**src/hdl/conv_ctrl_pkg.sv**
```systemverilog
// Purpose: Shared constants and types for the conversion mode control block
// Assumes: Single 50 MHz clock, synchronous active-high reset
// Notes:   Serial interface runs on the device clock; pin inputs are synchronous
package conv_ctrl_pkg;

  // ----------------------------------------------------------------------
  // Register selection and mode register layout
  // ----------------------------------------------------------------------
  localparam logic [1:0] SEL_COMM   = 2'h0;
  localparam logic [1:0] SEL_MODE   = 2'h1;
  localparam logic [1:0] SEL_FILTER = 2'h2;
  localparam logic [1:0] SEL_DATA   = 2'h3;

  localparam logic [7:0] MODE_RESET = 8'h02;
  localparam logic [7:0] FILT_RESET = 8'h04;
  localparam logic [7:0] STAT_FIXED = 8'h08;

  localparam int MODE_HI = 7;
  localparam int MODE_LO = 6;
  localparam int SPAN_HI = 5;
  localparam int SPAN_LO = 4;
  localparam int BO_BIT  = 3;
  localparam int BUF_BIT = 1;

  // Communications register fields
  localparam int COMM_RW_BIT  = 3;
  localparam int COMM_RS_HI   = 5;
  localparam int COMM_RS_LO   = 4;
  localparam int COMM_CREAD_BIT = 2;

  localparam logic [1:0] MD_CONT  = 2'h0;
  localparam logic [1:0] MD_RSVD  = 2'h1;
  localparam logic [1:0] MD_SINGLE = 2'h2;
  localparam logic [1:0] MD_DOWN  = 2'h3;

  // ----------------------------------------------------------------------
  // Timing
  // ----------------------------------------------------------------------
  localparam int CLK_HZ        = 50_000_000;
  localparam int RATE_DEF_HZ   = 120;
  localparam int PERIOD_CYCLES = CLK_HZ / RATE_DEF_HZ;
  localparam int SETTLE_PERIODS = 2;

  typedef struct packed {
    logic [1:0] conversion_mode_field;
    logic [1:0] input_span_field;
    logic       burnout_current_enable;
    logic       buffer_enable;
  } analog_ctrl_type;

endpackage

```
**src/hdl/adc_mode_conversion_control.sv**
```systemverilog
// Purpose: Mode register, conversion sequencing and serial result output
// Assumes: Host drives serial clock and data synchronous to sys_clk
// Notes:   Serial clock idles high; data shifts on falling edge,
//          host samples on rising edge; MSB first
`timescale 1ns/1ns
`default_nettype none
module adc_mode_conversion_control #(
  parameter int PERIOD = conv_ctrl_pkg::PERIOD_CYCLES,
  parameter int WIDTH  = 16
) (
  input  wire logic             sys_clk,
  input  wire logic             sys_rst,
  input  wire logic             serial_clk,
  input  wire logic             serial_in,
  input  wire logic             chip_select_n,
  input  wire logic [WIDTH-1:0] sample_in,
  output var  logic             serial_out,
  output var  logic             ready_n,
  output var  logic             converter_power,
  output var  logic             filter_reset,
  output var  conv_ctrl_pkg::analog_ctrl_type analog_ctrl,
  output var  logic             burnout_on
);

  // Data word needs room for an 8-bit register image plus padding
  if (PERIOD < 2 || WIDTH < 9 || WIDTH > 31) begin : g_bad_params
    $error("Unsupported parameter values");
  end

  // ----------------------------------------------------------------------
  // Registers and state
  // ----------------------------------------------------------------------
  typedef enum {ST_IDLE, ST_CONVERT} conv_state_type;
  typedef enum {SH_CMD, SH_WRITE, SH_READ} shift_state_type;

  conv_state_type  conv_state;
  shift_state_type sh_state;
  logic [7:0]       mode_reg;
  logic [7:0]       filter_reg;
  logic [31:0]      period_cnt;
  logic [1:0]       periods_done;
  logic             cont_read;
  logic [1:0]       target_sel;
  logic [WIDTH-1:0] shift_reg;
  logic [4:0]       bit_cnt;
  logic [4:0]       bit_total;
  logic             sclk_q;
  logic [WIDTH-1:0] data_q;
  logic             read_pending;

  wire sclk_rise  = serial_clk & ~sclk_q & ~chip_select_n;
  wire sclk_fall  = ~serial_clk & sclk_q & ~chip_select_n;
  wire [1:0] mode = mode_reg[conv_ctrl_pkg::MODE_HI:conv_ctrl_pkg::MODE_LO];

  wire mode_cont   = (mode == conv_ctrl_pkg::MD_CONT);
  wire mode_single = (mode == conv_ctrl_pkg::MD_SINGLE);
  wire mode_down   = (mode == conv_ctrl_pkg::MD_DOWN);

  wire [7:0] rx_byte  = {shift_reg[6:0], serial_in};
  wire       byte_end = sclk_rise && (bit_cnt == 5'd7);
  wire       cmd_done = (sh_state == SH_CMD) && byte_end && !cont_read;
  wire       cmd_read = rx_byte[conv_ctrl_pkg::COMM_RW_BIT];
  wire [1:0] cmd_sel  =
    rx_byte[conv_ctrl_pkg::COMM_RS_HI:conv_ctrl_pkg::COMM_RS_LO];
  wire       wr_done  = (sh_state == SH_WRITE) && byte_end;
  wire       mode_wr  = wr_done && (target_sel == conv_ctrl_pkg::SEL_MODE);
  wire       rd_end   = (sh_state == SH_READ) && sclk_rise &&
                        (bit_cnt == bit_total - 5'd1);
  wire       data_read = rd_end && (target_sel == conv_ctrl_pkg::SEL_DATA);

  wire period_end = (period_cnt == 32'(PERIOD - 1));
  wire conv_done  = (conv_state == ST_CONVERT) && period_end &&
                    (periods_done != 2'd0);
  wire [7:0] status_byte = {ready_n, 1'b0, 6'(conv_ctrl_pkg::STAT_FIXED)};

  localparam logic [WIDTH-9:0] LOW_PAD = '0;

  function automatic logic [WIDTH-1:0] load_word(input logic [1:0] sel,
                                                 input logic [WIDTH-1:0] d);
    case (sel)
      conv_ctrl_pkg::SEL_COMM:   load_word = {status_byte, LOW_PAD};
      conv_ctrl_pkg::SEL_MODE:   load_word = {mode_reg, LOW_PAD};
      conv_ctrl_pkg::SEL_FILTER: load_word = {filter_reg, LOW_PAD};
      default:                   load_word = d;
    endcase
  endfunction

  // Mode register bits to analog control fields
  function automatic conv_ctrl_pkg::analog_ctrl_type ctrl_of(
    input logic [7:0] r);
    return {r[conv_ctrl_pkg::MODE_HI:conv_ctrl_pkg::SPAN_LO],
            r[conv_ctrl_pkg::BO_BIT], r[conv_ctrl_pkg::BUF_BIT]};
  endfunction

  result_store #(.WIDTH(WIDTH)) u_store (
    .sys_clk (sys_clk),
    .sys_rst (sys_rst),
    .wr_en   (conv_done),
    .wr_data (sample_in),
    .rd_data (data_q)
  );

  // ----------------------------------------------------------------------
  // Mode register and analog controls
  // ----------------------------------------------------------------------
  always_ff @(posedge sys_clk) begin
    if (sys_rst) begin
      mode_reg   <= conv_ctrl_pkg::MODE_RESET;
      filter_reg <= conv_ctrl_pkg::FILT_RESET;
    end else if (wr_done) begin
      if (target_sel == conv_ctrl_pkg::SEL_MODE) begin
        mode_reg <= rx_byte;
      end
      if (target_sel == conv_ctrl_pkg::SEL_FILTER) begin
        filter_reg <= rx_byte;
      end
    end
  end

  always_ff @(posedge sys_clk) begin
    if (sys_rst) begin
      // analog controls follow the register's reset value
      analog_ctrl <= ctrl_of(conv_ctrl_pkg::MODE_RESET);
      burnout_on  <= 1'b0;
    end else begin
      analog_ctrl <= ctrl_of(mode_reg);
      burnout_on <= mode_reg[conv_ctrl_pkg::BO_BIT] &
                    mode_reg[conv_ctrl_pkg::BUF_BIT];
    end
  end

  // ----------------------------------------------------------------------
  // Conversion sequencer
  // ----------------------------------------------------------------------
  always_ff @(posedge sys_clk) begin
    if (sys_rst) begin
      conv_state   <= ST_CONVERT;
      period_cnt   <= '0;
      periods_done <= '0;
    end else if (mode_wr) begin
      // restart filter; single mode starts a conversion
      period_cnt   <= '0;
      periods_done <= '0;
      conv_state   <= (rx_byte[conv_ctrl_pkg::MODE_HI:conv_ctrl_pkg::MODE_LO]
                       inside {conv_ctrl_pkg::MD_CONT,
                               conv_ctrl_pkg::MD_SINGLE})
                      ? ST_CONVERT : ST_IDLE;
    end else begin
      case (conv_state)
        ST_CONVERT: begin
          period_cnt <= period_end ? '0 : period_cnt + 32'd1;
          if (period_end && periods_done == 2'd0) begin
            periods_done <= 2'd1;
          end
          // back to back in continuous; single stops
          if (conv_done && !mode_cont) begin
            conv_state <= ST_IDLE;
          end
          // no conversion in power-down or reserved
          if (!(mode_cont || mode_single)) begin
            conv_state <= ST_IDLE;
          end
        end
        ST_IDLE: begin
          period_cnt   <= '0;
          periods_done <= '0;
        end
        default: conv_state <= ST_IDLE;
      endcase
    end
  end

  always_ff @(posedge sys_clk) begin
    if (sys_rst) begin
      converter_power <= 1'b0;
      filter_reset    <= 1'b1;
    end else begin
      converter_power <= (conv_state == ST_CONVERT) && !mode_wr;
      filter_reset    <= mode_wr;
    end
  end

  // ----------------------------------------------------------------------
  // Ready indication
  // ----------------------------------------------------------------------
  always_ff @(posedge sys_clk) begin
    if (sys_rst) begin
      ready_n <= 1'b1;
    end else if (conv_done) begin
      // low on new result; new result wins over a read
      ready_n <= 1'b0;
    end else if (mode_wr || data_read || mode_down) begin
      ready_n <= 1'b1;
    end
  end

  // ----------------------------------------------------------------------
  // Serial interface
  // ----------------------------------------------------------------------
  always_ff @(posedge sys_clk) begin
    if (sys_rst) begin
      sclk_q       <= 1'b1;
      sh_state     <= SH_CMD;
      shift_reg    <= '0;
      bit_cnt      <= '0;
      bit_total    <= 5'd8;
      target_sel   <= conv_ctrl_pkg::SEL_COMM;
      cont_read    <= 1'b0;
      serial_out   <= 1'b1;
      read_pending <= 1'b0;
    end else begin
      sclk_q <= serial_clk;
      if (chip_select_n) begin
        bit_cnt <= '0;
      end
      case (sh_state)
        SH_CMD: begin
          if (cont_read && read_pending && sh_state == SH_CMD) begin
            sh_state     <= SH_READ;
            target_sel   <= conv_ctrl_pkg::SEL_DATA;
            bit_total    <= 5'(WIDTH);
            shift_reg    <= data_q;
            bit_cnt      <= '0;
            read_pending <= 1'b0;
          end else if (sclk_rise) begin
            shift_reg <= {shift_reg[WIDTH-2:0], serial_in};
            bit_cnt   <= bit_cnt + 5'd1;
          end
          if (cmd_done) begin
            bit_cnt    <= '0;
            target_sel <= cmd_sel;
            if (cmd_read) begin
              // read command loads the addressed register
              sh_state  <= SH_READ;
              bit_total <= (cmd_sel == conv_ctrl_pkg::SEL_DATA)
                           ? 5'(WIDTH) : 5'd8;
              shift_reg <= load_word(cmd_sel, data_q);
              cont_read <= (cmd_sel == conv_ctrl_pkg::SEL_DATA) &&
                           rx_byte[conv_ctrl_pkg::COMM_CREAD_BIT];
            end else if (cmd_sel != conv_ctrl_pkg::SEL_COMM) begin
              sh_state <= SH_WRITE;
            end
          end
        end
        SH_WRITE: begin
          if (sclk_rise) begin
            shift_reg <= {shift_reg[WIDTH-2:0], serial_in};
            bit_cnt   <= bit_cnt + 5'd1;
          end
          if (wr_done) begin
            sh_state <= SH_CMD;
            bit_cnt  <= '0;
          end
        end
        SH_READ: begin
          if (sclk_fall) begin
            serial_out <= shift_reg[WIDTH-1];
            shift_reg  <= {shift_reg[WIDTH-2:0], 1'b0};
          end
          if (sclk_rise) begin
            bit_cnt <= bit_cnt + 5'd1;
          end
          if (rd_end) begin
            sh_state   <= SH_CMD;
            bit_cnt    <= '0;
            serial_out <= 1'b1;
          end
        end
        default: sh_state <= SH_CMD;
      endcase
      // new result queued; set wins so a result is never lost
      if (conv_done && cont_read) begin
        read_pending <= 1'b1;
      end
    end
  end
endmodule
`default_nettype wire

```
**src/hdl/result_store.sv**
```systemverilog
// Purpose: Data register holding the latest conversion result
// Assumes: Write and read are synchronous to sys_clk
// Notes:   Read data comes out of a register
`timescale 1ns/1ns
`default_nettype none
module result_store #(
  parameter int WIDTH = 16
) (
  input  wire logic             sys_clk,
  input  wire logic             sys_rst,
  input  wire logic             wr_en,
  input  wire logic [WIDTH-1:0] wr_data,
  output var  logic [WIDTH-1:0] rd_data
);
  always_ff @(posedge sys_clk) begin
    if (sys_rst) begin
      rd_data <= '0;
    end else if (wr_en) begin
      rd_data <= wr_data;
    end
  end
endmodule
`default_nettype wire

```
**config.mk**
```make
export PLATFORM = sky130hd
export DESIGN_NAME = adc_mode_conversion_control
export DESIGN_NICKNAME = d
export VERILOG_FILES = /design/src/hdl/conv_ctrl_pkg.sv /design/src/hdl/adc_mode_conversion_control.sv /design/src/hdl/result_store.sv
export SDC_FILE = /design/constraint.sdc
export NUM_CORES = 1
export LEC_CHECK = 0
export ABC_AREA = 1
export BUFFER_PORTS_ARGS = -buffer_cell sky130_fd_sc_hd__buf_2
export CELL_PAD_IN_SITES_DETAIL_PLACEMENT = 1
export CELL_PAD_IN_SITES_GLOBAL_PLACEMENT = 2
export CORE_MARGIN = 10
export CORE_UTILIZATION = 32
export DETAILED_ROUTE_END_ITERATION = 6
export PLACE_DENSITY = 0.85
export SETUP_SLACK_MARGIN = 0.05
export SYNTH_ARGS = -nofsm -noshare
export SYNTH_HDL_FRONTEND = slang
export SYNTH_SLANG_ARGS = --single-unit
```
**constraint.sdc**
```tcl
create_clock -name sys_clk -period 1.7 [get_ports sys_clk]
set_input_delay 0.17 -clock sys_clk [delete_from_list [all_inputs] [get_ports sys_clk]]
set_output_delay 0.17 -clock sys_clk [all_outputs]
set_load 0.005 [all_outputs]
```
======== After elaboration in Yosys (flattened, before gate mapping) ========
Cells that the tools add are included.
word-level totals
  register bits ........................... 172
  latch bits .............................. 0
  memory bits (writable) .................. 0
  bits in read-only memories .............. 0
  input port bits ......................... 21
  memories ................................ 0
cells by class
  add/subtract/negate cells ............... 3
  multiply operators ...................... 0
  divide/modulo/power cells ............... 0
  magnitude comparators ................... 0
  eq/ne operators ......................... 24
  shift-type cells ........................ 0
  muxes and demuxes ....................... 43
  bitwise logic cells ..................... 8
  reduce and logical (&&, ||, !) cells .... 51
operator list
  kind                   number
  $mux 32                10
  $pmux 32 s2            2
  $eq 32x2->1 const B    3
  $logic_not 32->1       3
  $pmux 16 s3            2
  $pmux 32 s3            1
  $mux 16                5
  $eq 32x1->1 const B    2
  $mux 5                 10
  $add 32x1->32 const B  1
  $eq 32x19->1 const B   1
  $eq 32x3->1 const B    1
  $reduce_and 2->1       9
  $reduce_bool 2->1      9
  $logic_and 1x1->1      17
  $pmux 5 s3             1
  $eq 2x2->1 const B     7
  $ne 2x2->1 const B     5
  $logic_not 2->1        4
  $mux 1                 8
  $mux 2                 3
  $add 5x1->5 const B    1
  $and 1x1->1            5
  $eq 5x3->1 const B     1
  other kinds (11)       18

======== Depth between registers and ports, before layout ========
  depth in word-level cells ............... 10
  mapped depth ............................ 14

======== Hierarchy ========
Synthesis repeated with hierarchy kept, for this count alone.
second synthesis, totals
  cell total of the unflattened synthesis .. 1012
  area, all modules ....................... 7000.5 µm²
by module, submodules not included
  module                       times used  cells each  area an instance (µm²)  seq. area each (µm²)
  adc_mode_conversion_control  1           911         6329.8                  2482.4
  result_store                 1           101         670.6                   320.3

======== Least setup slack after synthesis ========
No wires, ideal clock.
  path type ............................... reg2reg
  start ................................... reg bit_cnt[0]
  end ..................................... reg shift_reg[6]
  setup time .............................. 0.056 ns
  arrival time ............................ 1.615 ns
  data required time ...................... 1.644 ns
  path slack .............................. 0.029 ns
  stages on the path, launching flop included .. 13
  buffers on the path ..................... 1
  clock period less this slack ............ 1.671 ns
  cells stage by stage .................... dfxtp_1 -> ha_1 -> nand2_1 -> nor2_2 -> nand3_2 -> clkinv_2 -> nand3_4 -> nand2_4 -> buf_6 -> nand3_1 -> nand3_1 -> nand2_1 -> inv_1
between the ends
  longest elaborated chain between the ends .. 6
RTL lines
  what                             line                                source
  from (decl)                      adc_mode_conversion_control.sv:45   logic [4:0] bit_cnt;
  from (signal assigned)           adc_mode_conversion_control.sv:227  bit_cnt <= bit_cnt + 5'd1;
  from (signal assigned)           adc_mode_conversion_control.sv:248  bit_cnt <= bit_cnt + 5'd1;
  from (signal assigned)           adc_mode_conversion_control.sv:261  bit_cnt <= bit_cnt + 5'd1;
  $eq 5x3->1                       adc_mode_conversion_control.sv:60   wire byte_end = sclk_rise && (bit_cnt == 5'd7);
  $logic_and 1x1->1                adc_mode_conversion_control.sv:60
  $logic_and 1x1->1 (2 in series)  adc_mode_conversion_control.sv:61   wire cmd_done = (sh_state == SH_CMD) && byte_end && !cont_read;
  $mux 16                          adc_mode_conversion_control.sv:229  if (cmd_done) begin
  $pmux 16 s3                      adc_mode_conversion_control.sv:216  case (sh_state)
  to (signal assigned)             adc_mode_conversion_control.sv:222  shift_reg <= data_q;
  to (signal assigned)             adc_mode_conversion_control.sv:226  shift_reg <= {shift_reg[WIDTH-2:0], serial_in};
  to (signal assigned)             adc_mode_conversion_control.sv:237  shift_reg <= load_word(cmd_sel, data_q);
  to (decl)                        adc_mode_conversion_control.sv:44   logic [WIDTH-1:0] shift_reg;
Every way passes these cells.
A chain may end at the register's enable or synchronous reset.

======== Final worst setup path ========
  start ................................... reg sh_state[15]
  end ..................................... reg shift_reg[8]
between the ends
  longest elaborated chain between the ends .. 6
RTL lines
  what                    line                                                                   source
  from (decl)             adc_mode_conversion_control.sv:37                                      shift_state_type sh_state;
  from (signal assigned)  adc_mode_conversion_control.sv:203                                     sh_state <= SH_CMD;
  from (signal assigned)  adc_mode_conversion_control.sv:219                                     sh_state <= SH_READ;
  from (signal assigned)  adc_mode_conversion_control.sv:234                                     sh_state <= SH_READ;
  $logic_not 32->1        adc_mode_conversion_control.sv:61, adc_mode_conversion_control.sv:218
  $logic_and 1x1->1       adc_mode_conversion_control.sv:218                                     if (cont_read && read_pending && sh_state == SH_CMD) begin
  $mux 16                 adc_mode_conversion_control.sv:218
  $mux 16                 adc_mode_conversion_control.sv:232                                     if (cmd_read) begin
  $mux 16                 adc_mode_conversion_control.sv:229
  $pmux 16 s3             adc_mode_conversion_control.sv:216
Parallel ways exist; a longest one is shown, timed or not.

==> impl_metrics.env <==
export IMPL_status="complete, but fails checks"
export IMPL_violations="negative setup slack"
export IMPL_dieArea_um2=26800
export IMPL_max_clock_freq_ghz=0.554
export IMPL_power_leakage_nw=3.95
export IMPL_io_pins=32
export IMPL_tritoncts="built"
export IMPL_top_layer_used="met4"
export IMPL_critPathBufInv=1
export IMPL_cts_root_buf="clkbuf_16"
export IMPL_cap_violations=0
export IMPL_grt_total_usage=0.166
export IMPL_detail_route_wl_per_cell_um=15.9
export IMPL_synth_ff_type="dfxtp_1"
export IMPL_finalWirelength_um=22300
export IMPL_clock_path_buffers=2
export IMPL_clock_sinks=140
export IMPL_fp_dieW_um=164
export IMPL_worstPathRequired_ns=2.06
export IMPL_dr_pass1_iters=6
export IMPL_hold_viol=0
export IMPL_power_w=0.00771
export IMPL_max_vdd_ir_drop_uv=610
export IMPL_layout_nets=1142
export IMPL_finalMaxSlewViolations=0
export IMPL_power_density_nw_per_um2=813
export IMPL_yosysSeqAreaShare=0.424
export IMPL_grt_pass1_vias=6888
export IMPL_syn_to_final_growth_pct=43.4
export IMPL_first_iter_violations=481
export IMPL_hold_path_class="input pin to flop"
export IMPL_synthCells=932
export IMPL_diodes=0
export IMPL_hpwlAfterDp_um=15100
export IMPL_crit_family="simple AND/OR/NAND/NOR gates"
export IMPL_dpl_instance_area_um2=7900
export IMPL_start_kind="flop"
export IMPL_grt_max_degree=47
export IMPL_path_class="flop to flop"
export IMPL_path_common_cell="nor2_1"
export IMPL_design_area_um2=9480
export IMPL_crit_path_end_kind="flop"
export IMPL_grt_antenna_before_repair=0
export IMPL_cpMaxStageDelayCell="dfxtp_2"
export IMPL_met2WireLength_um=10500
export IMPL_synthArstFlopShare=0
export IMPL_grt_pass1_wl_um=35700
export IMPL_place_congestion=0.858
export IMPL_coreArea_um2=20300
export IMPL_critPathMaxStageDelay_ns=0.33
export IMPL_die_y_um=164
export IMPL_cts_made_buffers=17
export IMPL_worst_slack_ns=-0.104
export IMPL_final_period_utilization=1.06
export IMPL_synth_edf_count=0
export IMPL_skew_ns=0.0129
export IMPL_ant_nets=0
export IMPL_h_tree_depth=4
export IMPL_tightest_slew_ns=0.515
export IMPL_syn_area_um2=6610
export IMPL_critPathArrivalTime_ns=2.17
export IMPL_avgSynthCellArea_um2=7.09
export IMPL_setup_violations=61
export IMPL_drc=0
export IMPL_drive_gt1_frac=0.299
export IMPL_wl_met3_um=661
export IMPL_yosysUniqueCellTypes=42
export IMPL_yosysWarnings=0
export IMPL_ys_ff_latch=140
export IMPL_num_vias=6726
export IMPL_reg_largest_list="period_cnt: 32 flops, sh_state: 32 flops"
export IMPL_initial_core_util=0.326
export IMPL_port_buffers=31
export IMPL_cts_clk_slew_worst_paths_ns=0.06
export IMPL_rsz0062_at_grt="yes"
export IMPL_drt_met1_wl_um=10700
export IMPL_critPathMaxFanout=11
export IMPL_slew_headroom=0.655
export IMPL_fin_crit_ns=1.80
export IMPL_path_cells="nor2_4 -> nand2_2 -> nor2_4 -> nand2_2 -> nor2_4 -> buf_6 -> nand3_4 -> nand2_8 -> nor2_1 -> nor2_1 -> nor2_1 -> nor2_1"
export IMPL_avgViaCountPerCell=4.81
export IMPL_gr_total_overflow=0
export IMPL_clk_latency_ns=0.43
export IMPL_rows=52
==> synth_stat cells, types with 2 or more instances <==
master / number / share of area
buf_6: 6 / 0.010
nand4_1: 32 / 0.030
buf_2: 11 / 0.0083
or2_2: 5 / 0.0047
nand3_2: 6 / 0.0091
clkinv_1: 2 / 0.0011
o211ai_1: 5 / 0.0057
nor4_1: 3 / 0.0028
o22ai_1: 11 / 0.010
o21ai_1: 2 / 0.0015
dfxtp_1: 140 / 0.42
ha_1: 4 / 0.0076
nor2_2: 11 / 0.010
nor2_4: 4 / 0.0068
inv_1: 117 / 0.066
nand3b_1: 2 / 0.0023
o21ai_0: 54 / 0.041
nand2_4: 4 / 0.0068
inv_2: 7 / 0.0040
nor3_1: 17 / 0.013
nand2_1: 156 / 0.089
a21oi_1: 54 / 0.041
clkbuf_1: 11 / 0.0062
xor2_1: 20 / 0.026
nand2_2: 4 / 0.0038
buf_1: 2 / 0.0011
nor2_1: 149 / 0.085
xnor2_1: 6 / 0.0079
o2111ai_1: 5 / 0.0066
nand3_1: 70 / 0.053
==> metal layers <==
metal | vias up | track usage
met3 | 25 | 0.0348
met5 | - | 0
li1 | 3357 | -
met4 | 0 | 0.0540
met1 | 3234 | 0.219
met2 | 110 | 0.264
==> cells by family (layout without fill, tap and decap cells) <==
group / after synthesis / in the layout / share of synthesized area
AO/OA/AOI/OAI: 134 / 134 / 0.109
XOR/XNOR: 26 / 26 / 0.0344
adder cells (fa/ha/maj): 4 / 4 / 0.00757
buffers and inverters: 158 / 325 / 0.0994
AND/OR/NAND/NOR: 469 / 470 / 0.325
flip-flops: 140 / 140 / 0.424
other: 1 / 30 / 0.000567
==> through the flow <==
| step | util | hold WS, ns | cells | setup slack, ns | setup TNS [ns] |
|---|---|---|---|---|---|
| after global placement | 0.389 | 0.390 | 1334 | -0.0674 | -2.85 |
| after CTS | 0.447 | 0.0846 | 1394 | -0.0552 | -1.59 |
| after floorplan | - | 0.274 | 961 | 0.0624 | 0 |
| final | 0.467 | 0.0757 | 1399 | -0.104 | -2.22 |
| after detailed placement | 0.389 | 0.398 | 1334 | -0.103 | -6.05 |
| after global routing | 0.467 | 0.0955 | 1399 | -0.268 | -13.26 |
==> worst paths after layout <==
path	slack, ns	cells after the start	to	start
hold reg to reg	0.46	2	filter_reg[3]	filter_reg[3]
setup reg to reg	-0.10	12	shift_reg[8]	sh_state[15]
setup / recovery	-0.10	12	shift_reg[8]	sh_state[15]
hold / removal	0.08	3	filter_reg[0]	serial_in
==> layout by cell type, fill, tap and decap left out, types with 13 or more instances in the layout <==
cell type,n
nand2_1,147
dfxtp_1,127
nor2_1,114
inv_1,106
buf_4,97
nand3_1,48
a21oi_1,45
o21ai_0,44
nand4_1,32
buf_2,31
conb_1,30
nor2_2,25
nor2_4,25
nand3_2,24
xor2_1,20
clkbuf_16,19
inv_2,17
dlygate4sd3_1,17
nor3_1,15
dfxtp_2,13
==> where the power goes <==
part           internal [W]  switching (W)  total (W)
logic              0.000114       0.000147   0.000262
clock network       0.00255        0.00155    0.00409
registers           0.00333      0.0000229    0.00335
total               0.00599        0.00172    0.00771
==> layout make-up <==
type / instances / area [um^2]
sequential: 140 / 2820
fill: 2527 / 10800
timing repair buffer: 167 / 1440
multi-input combinational: 664 / 3760
clock inverter: 12 / 185
inverter: 127 / 484
tap: 270 / 338
clock buffer: 19 / 453
==> worst reg2reg max path, stage by stage (launching register included) <==
cell     delay [ns]
dfxtp_2        0.33
nor2_4         0.10
nand2_2        0.07
nor2_4         0.17
nand2_2        0.09
nor2_4         0.12
buf_6          0.16
nand3_4        0.18
nand2_8        0.17
nor2_1         0.07
nor2_1         0.14
nor2_1         0.07
nor2_1         0.08
==> what timing repair did <==
| item | 4_1_cts | 5_1_grt |
|---|---|---|
| hold buffers | 17 | 0 |
| setup buffers | 9 | 3 |
| gates cloned | 3 | 2 |
| resized for setup | 69 | 96 |
| hold endpoints to repair | 17 | 0 |
| pin swaps | 26 | 24 |
| endpoints found under the setup margin | 95 | 101 |
No activity file was read; power rests on OpenSTA's default activity.
